`src/pkg/reset_source_pkg.sv`:
```
package reset_source_pkg;
  // ----------------------------------------------------------------
  // register map (byte addresses)
  // ----------------------------------------------------------------
  localparam logic [7:0] ADDR_RESET_CONTROL = 8'h00;
  localparam logic [7:0] ADDR_CONFIG        = 8'h04;
  localparam logic [7:0] ADDR_PIN_STATUS    = 8'h08;

  // ----------------------------------------------------------------
  // reset_control_reg fields
  // ----------------------------------------------------------------
  localparam int BIT_POR_FLAG       = 1;
  localparam int BIT_STACK_UNDER    = 2;
  localparam int BIT_STACK_FULL     = 3;

  // ----------------------------------------------------------------
  // config fields
  // ----------------------------------------------------------------
  localparam int BIT_PIN_ENABLE     = 0;
  localparam int BIT_STACK_RST_EN   = 1;
  localparam logic [1:0] CONFIG_RESET = 2'h3;

  // ----------------------------------------------------------------
  // timing
  // ----------------------------------------------------------------
  localparam int CLK_PERIOD_NS      = 10;
  localparam int FILTER_NS          = 200;
  localparam int FILTER_CYCLES      = (FILTER_NS + CLK_PERIOD_NS - 1) / CLK_PERIOD_NS;
  localparam int RESET_PULSE_CYCLES = 16;

  localparam logic [1:0] RESP_OKAY   = 2'h0;
  localparam logic [1:0] RESP_SLVERR = 2'h2;
endpackage

```
`src/pkg/pin_filter_if.sv`:
```
`timescale 1ns/1ps
`default_nettype none
interface pin_filter_if;
  logic raw_pin;
  logic filtered_low;
  logic level;
  modport owner (input raw_pin, output filtered_low, output level);
  modport user  (output raw_pin, input filtered_low, input level);
endinterface
`default_nettype wire

```
`src/design/pin_filter.sv`:
```
`timescale 1ns/1ps
`default_nettype none
module pin_filter
  import reset_source_pkg::*;
#(
  parameter int FILTER_LEN = FILTER_CYCLES
)(
  input  wire logic    clk,
  input  wire logic    rst_n,
  pin_filter_if.owner  pf
);
  logic [2:0] sync;
  logic [2:0] next_sync;
  logic [7:0] cnt;
  logic [7:0] next_cnt;
  logic       low;
  logic       next_low;
  logic       lvl;
  logic       next_lvl;

  always_comb
  begin
    next_sync = {sync[1:0], pf.raw_pin};
    next_lvl  = lvl;
    if (sync[1] == sync[2])
    begin
      next_lvl = sync[2];
    end
    next_cnt = cnt;
    next_low = low;
    // short low pulses never reach the full count
    if (lvl)
    begin
      next_cnt = 8'h00;
      next_low = 1'b0;
    end
    else if (cnt < 8'(FILTER_LEN))
    begin
      next_cnt = cnt + 8'h01;
    end
    else
    begin
      next_low = 1'b1;
    end
  end

  always_ff @(posedge clk or negedge rst_n)
  begin
    if (!rst_n)
    begin
      sync <= 3'h7;
      cnt  <= 8'h00;
      low  <= 1'b0;
      lvl  <= 1'b1;
    end
    else
    begin
      sync <= next_sync;
      cnt  <= next_cnt;
      low  <= next_low;
      lvl  <= next_lvl;
    end
  end

  assign pf.filtered_low = low;
  assign pf.level        = lvl;

  chk_short_pulse_ignored: assert property (@(posedge clk) disable iff (!rst_n)
    $rose(low) |-> !$past(lvl, FILTER_LEN))
    else $error("filtered low without a long enough low pulse");
endmodule
`default_nettype wire

```
`src/design/reset_source_control.sv`:
```
// Decided for this implementation: the register addresses and the AXI4-Lite slave port.
`timescale 1ns/1ps
`default_nettype none
module reset_source_control
  import reset_source_pkg::*;
#(
  parameter int PULSE_LEN = RESET_PULSE_CYCLES
)(
  input  wire logic        clk,
  input  wire logic        rst_n,
  input  wire logic        power_on_event,
  input  wire logic        external_reset_pin_in,
  output logic             external_reset_pin_out,
  output logic             external_reset_pin_oe,
  output logic             pin_digital_in,
  input  wire logic        stack_full_event,
  input  wire logic        stack_underflow_event,
  output logic             core_reset_n,
  input  wire logic [7:0]  s_axi_awaddr,
  input  wire logic        s_axi_awvalid,
  output logic             s_axi_awready,
  input  wire logic [31:0] s_axi_wdata,
  input  wire logic [3:0]  s_axi_wstrb,
  input  wire logic        s_axi_wvalid,
  output logic             s_axi_wready,
  output logic [1:0]       s_axi_bresp,
  output logic             s_axi_bvalid,
  input  wire logic        s_axi_bready,
  input  wire logic [7:0]  s_axi_araddr,
  input  wire logic        s_axi_arvalid,
  output logic             s_axi_arready,
  output logic [31:0]      s_axi_rdata,
  output logic [1:0]       s_axi_rresp,
  output logic             s_axi_rvalid,
  input  wire logic        s_axi_rready
);
  // ----------------------------------------------------------------
  // pin handling
  // ----------------------------------------------------------------
  pin_filter_if pf ();
  assign pf.raw_pin = external_reset_pin_in;

  pin_filter u_filter (
    .clk   (clk),
    .rst_n (rst_n),
    .pf    (pf)
  );

  // input only: an internal reset must never pull the pin down
  assign external_reset_pin_out = 1'b0;
  assign external_reset_pin_oe  = 1'b0;

  // ----------------------------------------------------------------
  // state
  // ----------------------------------------------------------------
  logic       pin_enable;
  logic       next_pin_enable;
  logic       stack_rst_en;
  logic       next_stack_rst_en;
  logic       por_flag;
  logic       next_por_flag;
  logic       stk_full;
  logic       next_stk_full;
  logic       stk_under;
  logic       next_stk_under;
  logic [7:0] pulse_cnt;
  logic [7:0] next_pulse_cnt;
  logic       stack_req;
  logic       next_stack_req;
  logic       pin_digital;
  logic       next_pin_digital;
  logic       aw_held;
  logic       next_aw_held;
  logic       w_held;
  logic       next_w_held;
  logic [7:0] aw_addr;
  logic [7:0] next_aw_addr;
  logic [31:0] w_data;
  logic [31:0] next_w_data;
  logic [3:0] w_strb;
  logic [3:0] next_w_strb;
  logic       bvalid;
  logic       next_bvalid;
  logic [1:0] bresp;
  logic [1:0] next_bresp;
  logic       rvalid;
  logic       next_rvalid;
  logic [31:0] rdata;
  logic [31:0] next_rdata;
  logic [1:0] rresp;
  logic [1:0] next_rresp;
  logic       do_write;
  logic       do_read;
  logic       reset_req;
  logic       rst_meta;
  logic       rst_sync;
  logic       por_sync1;
  logic       por_sync2;
  logic       por_sync3;
  logic       por_level;
  logic       por_seen;

  function automatic logic mapped(input logic [7:0] a);
    mapped = (a == ADDR_RESET_CONTROL) || (a == ADDR_CONFIG) || (a == ADDR_PIN_STATUS);
  endfunction

  // ----------------------------------------------------------------
  // power-on event, three stage sampled
  // ----------------------------------------------------------------
  always_ff @(posedge clk or negedge rst_n)
  begin
    if (!rst_n)
    begin
      por_sync1 <= 1'b0;
      por_sync2 <= 1'b0;
      por_sync3 <= 1'b0;
      por_level <= 1'b0;
    end
    else
    begin
      por_sync1 <= power_on_event;
      por_sync2 <= por_sync1;
      por_sync3 <= por_sync2;
      por_level <= (por_sync2 == por_sync3) ? por_sync3 : por_level;
    end
  end
  // a rise counts only once the last two stages agree, so a glitch is not an event
  assign por_seen = por_sync2 & por_sync3 & ~por_level;

  // ----------------------------------------------------------------
  // bus and flags
  // ----------------------------------------------------------------
  assign s_axi_awready = !aw_held && !bvalid;
  assign s_axi_wready  = !w_held && !bvalid;
  assign s_axi_arready = !rvalid;
  assign do_write = aw_held && w_held && !bvalid;
  assign do_read  = s_axi_arvalid && !rvalid;

  always_comb
  begin
    next_aw_held = aw_held;
    next_aw_addr = aw_addr;
    next_w_held  = w_held;
    next_w_data  = w_data;
    next_w_strb  = w_strb;
    next_bvalid  = bvalid;
    next_bresp   = bresp;
    next_rvalid  = rvalid;
    next_rdata   = rdata;
    next_rresp   = rresp;
    next_pin_enable   = pin_enable;
    next_stack_rst_en = stack_rst_en;
    next_por_flag     = por_flag;
    next_stk_full     = stk_full;
    next_stk_under    = stk_under;
    if (s_axi_awvalid && s_axi_awready)
    begin
      next_aw_held = 1'b1;
      next_aw_addr = s_axi_awaddr;
    end
    if (s_axi_wvalid && s_axi_wready)
    begin
      next_w_held = 1'b1;
      next_w_data = s_axi_wdata;
      next_w_strb = s_axi_wstrb;
    end
    if (do_write)
    begin
      next_aw_held = 1'b0;
      next_w_held  = 1'b0;
      next_bvalid  = 1'b1;
      next_bresp   = mapped(aw_addr) ? RESP_OKAY : RESP_SLVERR;
      if (w_strb[0] && aw_addr == ADDR_CONFIG)
      begin
        next_pin_enable   = w_data[BIT_PIN_ENABLE];
        next_stack_rst_en = w_data[BIT_STACK_RST_EN];
      end
      if (w_strb[0] && aw_addr == ADDR_RESET_CONTROL)
      begin
        // software may only set the power-on flag
        if (w_data[BIT_POR_FLAG])
        begin
          next_por_flag = 1'b1;
        end
        if (!w_data[BIT_STACK_FULL])
        begin
          next_stk_full = 1'b0;
        end
        if (!w_data[BIT_STACK_UNDER])
        begin
          next_stk_under = 1'b0;
        end
      end
    end
    // hardware sets win over software clears
    if (stack_full_event)
    begin
      next_stk_full = 1'b1;
    end
    if (stack_underflow_event)
    begin
      next_stk_under = 1'b1;
    end
    if (por_seen)
    begin
      next_por_flag  = 1'b0;
      next_stk_full  = 1'b0;
      next_stk_under = 1'b0;
    end
    if (bvalid && s_axi_bready)
    begin
      next_bvalid = 1'b0;
    end
    if (rvalid && s_axi_rready)
    begin
      next_rvalid = 1'b0;
    end
    if (do_read)
    begin
      next_rvalid = 1'b1;
      next_rresp  = mapped(s_axi_araddr) ? RESP_OKAY : RESP_SLVERR;
      next_rdata  = 32'h0000_0000;
      unique case (s_axi_araddr)
        ADDR_RESET_CONTROL:
        begin
          next_rdata[BIT_POR_FLAG]    = por_flag;
          next_rdata[BIT_STACK_FULL]  = stk_full;
          next_rdata[BIT_STACK_UNDER] = stk_under;
        end
        ADDR_CONFIG:
        begin
          next_rdata[BIT_PIN_ENABLE]   = pin_enable;
          next_rdata[BIT_STACK_RST_EN] = stack_rst_en;
        end
        ADDR_PIN_STATUS:
        begin
          next_rdata[0] = pf.level;
        end
        default:
        begin
          next_rdata = 32'h0000_0000;
        end
      endcase
    end
  end

  // ----------------------------------------------------------------
  // reset sources
  // ----------------------------------------------------------------
  always_comb
  begin
    next_pulse_cnt = pulse_cnt;
    if (por_seen)
    begin
      next_pulse_cnt = 8'(PULSE_LEN);
    end
    else if (pulse_cnt != 8'h00)
    begin
      next_pulse_cnt = pulse_cnt - 8'h01;
    end
    // flag registers this cycle, reset follows next cycle
    next_stack_req = stack_rst_en && (stack_full_event || stack_underflow_event);
    // disabled pin is just a data input
    next_pin_digital = pin_enable ? 1'b1 : pf.level;
  end

  // pin low only resets while enabled
  assign reset_req = (pin_enable && pf.filtered_low) || (pulse_cnt != 8'h00) || stack_req;

  always_ff @(posedge clk or negedge rst_n)
  begin
    if (!rst_n)
    begin
      aw_held      <= 1'b0;
      aw_addr      <= 8'h00;
      w_held       <= 1'b0;
      w_data       <= 32'h0000_0000;
      w_strb       <= 4'h0;
      bvalid       <= 1'b0;
      bresp        <= 2'h0;
      rvalid       <= 1'b0;
      rdata        <= 32'h0000_0000;
      rresp        <= 2'h0;
      pin_enable   <= CONFIG_RESET[BIT_PIN_ENABLE];
      stack_rst_en <= CONFIG_RESET[BIT_STACK_RST_EN];
      por_flag     <= 1'b0;
      stk_full     <= 1'b0;
      stk_under    <= 1'b0;
      pulse_cnt    <= 8'h00;
      stack_req    <= 1'b0;
      pin_digital  <= 1'b1;
    end
    else
    begin
      aw_held      <= next_aw_held;
      aw_addr      <= next_aw_addr;
      w_held       <= next_w_held;
      w_data       <= next_w_data;
      w_strb       <= next_w_strb;
      bvalid       <= next_bvalid;
      bresp        <= next_bresp;
      rvalid       <= next_rvalid;
      rdata        <= next_rdata;
      rresp        <= next_rresp;
      pin_enable   <= next_pin_enable;
      stack_rst_en <= next_stack_rst_en;
      por_flag     <= next_por_flag;
      stk_full     <= next_stk_full;
      stk_under    <= next_stk_under;
      pulse_cnt    <= next_pulse_cnt;
      stack_req    <= next_stack_req;
      pin_digital  <= next_pin_digital;
    end
  end

  // ----------------------------------------------------------------
  // merged reset: async assert on rst_n, sync assert for pin/power-on/stack requests, sync release
  // ----------------------------------------------------------------
  // registers are not reset by core_reset_n so flags survive it
  always_ff @(posedge clk or negedge rst_n)
  begin
    if (!rst_n)
    begin
      rst_meta <= 1'b0;
      rst_sync <= 1'b0;
    end
    else if (reset_req)
    begin
      rst_meta <= 1'b0;
      rst_sync <= 1'b0;
    end
    else
    begin
      rst_meta <= 1'b1;
      rst_sync <= rst_meta;
    end
  end
  assign core_reset_n = rst_sync;

  assign pin_digital_in = pin_digital;
  assign s_axi_bvalid = bvalid;
  assign s_axi_bresp  = bresp;
  assign s_axi_rvalid = rvalid;
  assign s_axi_rdata  = rdata;
  assign s_axi_rresp  = rresp;

  // ----------------------------------------------------------------
  // checks
  // ----------------------------------------------------------------
  chk_pin_never_driven: assert property (@(posedge clk) disable iff (!rst_n)
    !external_reset_pin_oe)
    else $error("reset pin output enabled");
  chk_pin_low_resets: assert property (@(posedge clk) disable iff (!rst_n)
    (pin_enable && pf.filtered_low) |=> !core_reset_n)
    else $error("filtered pin low did not reset");
  chk_pin_disabled_ignored: assert property (@(posedge clk) disable iff (!rst_n)
    (!pin_enable && pulse_cnt == 8'h00 && !stack_req && rst_meta) |=> core_reset_n)
    else $error("disabled pin caused reset");
  chk_por_pulse: assert property (@(posedge clk) disable iff (!rst_n)
    por_seen |-> ##2 !core_reset_n [*2])
    else $error("power-on pulse missing");
  chk_por_clears_flag: assert property (@(posedge clk) disable iff (!rst_n)
    por_seen |=> !por_flag)
    else $error("power-on flag not cleared");
  chk_por_flag_only_por: assert property (@(posedge clk) disable iff (!rst_n)
    $fell(por_flag) |-> $past(por_seen))
    else $error("power-on flag cleared by other event");
  chk_stack_reset: assert property (@(posedge clk) disable iff (!rst_n)
    (stack_rst_en && stack_full_event && !por_seen) |=> stk_full ##1 !core_reset_n)
    else $error("stack error did not flag then reset");
  chk_stack_no_reset: assert property (@(posedge clk) disable iff (!rst_n)
    (!stack_rst_en && stack_underflow_event) |=> !stack_req)
    else $error("stack error reset while disabled");
  chk_stack_flag_sticky: assert property (@(posedge clk) disable iff (!rst_n)
    $fell(stk_full) |-> $past(por_seen) || $past(do_write))
    else $error("stack full flag dropped by itself");
endmodule
`default_nettype wire

```
`config.mk`:
```
export PLATFORM = sky130hd
export DESIGN_NAME = reset_source_control
export DESIGN_NICKNAME = d
export VERILOG_FILES = /design/src/pkg/reset_source_pkg.sv /design/src/pkg/pin_filter_if.sv /design/src/design/pin_filter.sv /design/src/design/reset_source_control.sv
export SDC_FILE = /design/constraint.sdc
export NUM_CORES = 1
export LEC_CHECK = 0
export ABC_AREA = 1
export BUFFER_PORTS_ARGS = -buffer_cell sky130_fd_sc_hd__buf_2
export CAP_MARGIN = 40
export CORE_ASPECT_RATIO = 0.75
export CORE_MARGIN = 2
export CORE_UTILIZATION = 34
export CTS_CLUSTER_DIAMETER = 200
export DETAILED_ROUTE_END_ITERATION = 12
export GPL_ROUTABILITY_DRIVEN = 0
export PLACE_DENSITY = 0.58
export SKIP_CTS_REPAIR_TIMING = 1
export SLEW_MARGIN = 20
export SYNTH_ARGS = -nofsm -noshare
export SYNTH_HDL_FRONTEND = slang
export SYNTH_HIERARCHICAL = 1
export SYNTH_SLANG_ARGS = --single-unit
```
`constraint.sdc`:
```
create_clock -name clk -period 1.5 [get_ports clk]
set_input_delay 0 -clock clk [delete_from_list [all_inputs] [get_ports clk]]
set_output_delay 0 -clock clk [all_outputs]
set_load 0.005 [all_outputs]
```
==> qor.yml <==
filler_cell_count: 796
grt_use_total_pct: 12.2
io_pins: 108
synth-edff-count: 0
preCtsSetupSlack_ns: 0.154
n_antenna_cell: 0
die_w_um: 108
synth_area_per_cell_sq_um: 9.32
synth_seq_cells: 57
port_buffers: 44
min_path_type: "input pin to flip-flop"
synth_area_leader_cell: "dfrtp_1"
avgViaCountPerCell: 4.17
reg2reg_slack_ns: 0.14
path_class: "flip-flop to flip-flop"
p_sw_uw: 1550
synth_area_sq_um: 2780
ant_nets: 0
startpoint: "pulse_cnt[0]"
start_util_pct: 35.1
final_util_pct: 43.2
dieArea_sq_um: 8910
p_comb_share_pct: 26.9
worstSetupEndpoint: "pulse_cnt[1]"
ir_drop_v: 0.000808
p_seq_share_pct: 45.7
grt_use_met2_pct: 17.9
rsz0062_at_grt: "false"
hold_viol: 0
finalCritPeriodShare_pct: 90.3
yosysSeqAreaShare_pct: 51.7
async_flop_share_pct: 100
fmax_ghz: 0.738
drive_above_1_share_pct: 25.6
first_pass_iters: 4
numCtsBuffers: 9
dp_cells: 447
totalWireLength_mm: 4.96
clock-root-buffer: "clkbuf_8"
cts_tree: "done"
cp.arrival_ns: 1.56
area_growth_pct: 23.1
yosysWarnings: 6
powerDensity_nw_per_um2: 1410
worst_setup_path_end_kind: "flip-flop"
timing.hold.ws_ns: 0.0134
grt_overflow_total: 0
power_leakage_uw: 0.00180
num_vias: 2018
synth_area_leaders: "dfrtp_1 45%, buf_4 8.7%, nand2_1 7.2%"
cp_max_fo: 5
finalSetupViolCount: 0
grt_pass1_vias: 1781
rows: 28
fin_skew_ns: 0.0157
worstSetupStartpointType: "flip-flop"
htree_num_levels: 3
clock_sinks: 57
clk_latency_ns: 0.33
setup_tns_ns: 0
reg2regPathDepth: 7
syn_inst: 298
yosys.cell_count.top_type: "nand2_1"
drc: 0
fp.coreArea_sq_um: 7920
finalNonFillerCells: 484
power.internal_uw: 3280
layout_min_cycle_time_ns: 1.36
outcome: "completed"
yosysTopAreaCellShare_pct: 45.1
grt_max_degree: 38
die_y_um: 82.3
drv_cap: 0
netlist-cell-type-count: 34
finalMaxSlewViolations: 0
wl_per_cell_um: 10.3
cts_buffer_depth: 2
dp_hpwl_mm: 3.53
antenna_found_initial: 0
use_met3_pct: 4.24
postLayoutSetupSlackWorst_ns: 0.145
grt_pass1_wl_mm: 8.25
hp-start: "s_axi_wvalid"
required_ns: 1.70
gr-max-usage-layer: "met2"
drt_iter0_drc: 90
ys.flop_type: "dfrtp_1"
synth_commonest_cells: "53 x nand2_1, 50 x dfrtp_1, 36 x inv_1, 32 x buf_4, 30 x nor2_1"
switching_share_pct: 32.2
r2r_end: "pulse_cnt[1]"
r2r_start: "pulse_cnt[0]"
nets: 441
clk_pin_slew_ns: 0.06
clock_power_share_pct: 27.4
grtUsageMet1_pct: 16.4
[state kept, by name (all words and copies together), names as in the netlist, 3 cells and up]
name           cells
aw_addr            8
s_axi_rdata        4
w_data             4
pulse_cnt          8
u_filter/sync      3
u_filter/cnt       8
[placed cells by master (no fill, tap or decap), types with 2 or more instances in the layout]
cell type,n
nor2_1,30
buf_4,2
nand3_1,20
ha_1,4
mux2_2,4
conb_1,32
dfstp_2,7
mux2_4,5
nand2_2,6
or2_2,2
dlygate4sd3_1,21
dfrtp_1,50
nor3_1,3
nand2_1,53
nand4_1,3
nor2_4,3
o21ai_1,2
nor2_2,4
a21oi_1,12
buf_2,44
clkbuf_8,12
clkbuf_1,2
xor2_1,3
inv_1,36
o21ai_0,5
[how the worst min path moves through the flow]
stage / cells after the start / end
after detailed placement: 1 / w_data[2]
after global placement: 1 / aw_held
after CTS: 1 / por_sync3
final: 3 / w_held
after global routing: 3 / w_held
after floorplan: 0 / aw_addr[0]
[power by group through the flow]
stage,Sequential (uW),Clock [uW],Combinational (uW)
3_5_place_dp,2220,0,1270
2_1_floorplan,2160,0,1020
6_report,2200,1320,1300
5_1_grt,2260,1450,1520
3_3_place_gp,2220,0,1230
4_1_cts,2200,1370,1280
[metrics by stage]
step / power [uW] / cell area, sq um
after global placement: 3450 / 3020
after floorplan: 3190 / 2890
after CTS: 4850 / 3210
final: 4830 / 3420
after detailed placement: 3490 / 3020
after global routing: 5220 / 3420
[kinds of logic (layout without fill, tap and decap cells)]
group / after synthesis / after routing / synth area share, %
simple gates: 127 / 127 / 21.4
buf+inv: 71 / 121 / 14.2
flops: 57 / 57 / 51.7
compound gates: 24 / 24 / 4.82
mux: 9 / 9 / 4.33
fa+ha+maj: 5 / 5 / 2.16
xor+xnor: 4 / 4 / 1.26
other cells: 1 / 32 / 0.135
[worst max-delay path: stages (launching register included)]
cell	delay, ns
dfrtp_1	0.40
inv_1	0.11
ha_1	0.16
nand3_1	0.12
nor2_4	0.20
inv_2	0.07
nand2_1	0.10
o22ai_1	0.08
[area by class of cell]
type	count	area, sq um	area share, %
inverters	37	139	4.06
flip-flops and latches	57	1440	42.0
clock inverters	2	12.5	0.366
clock buffers	14	173	5.05
multi-input cells	201	1060	31.1
well taps	105	131	3.84
repair buffers	68	465	13.6
[per-layer routing]
| metal | wire (um) | part of all wire, % | vias up |
|---|---|---|---|
| met5 | 0 | 0 | - |
| met4 | 43 | 0.87 | 0 |
| met3 | 257 | 5.2 | 2 |
| met2 | 2210 | 44 | 59 |
| met1 | 2460 | 49 | 932 |
| li1 | - | - | 1025 |
(Power assumes the default switching activity.)
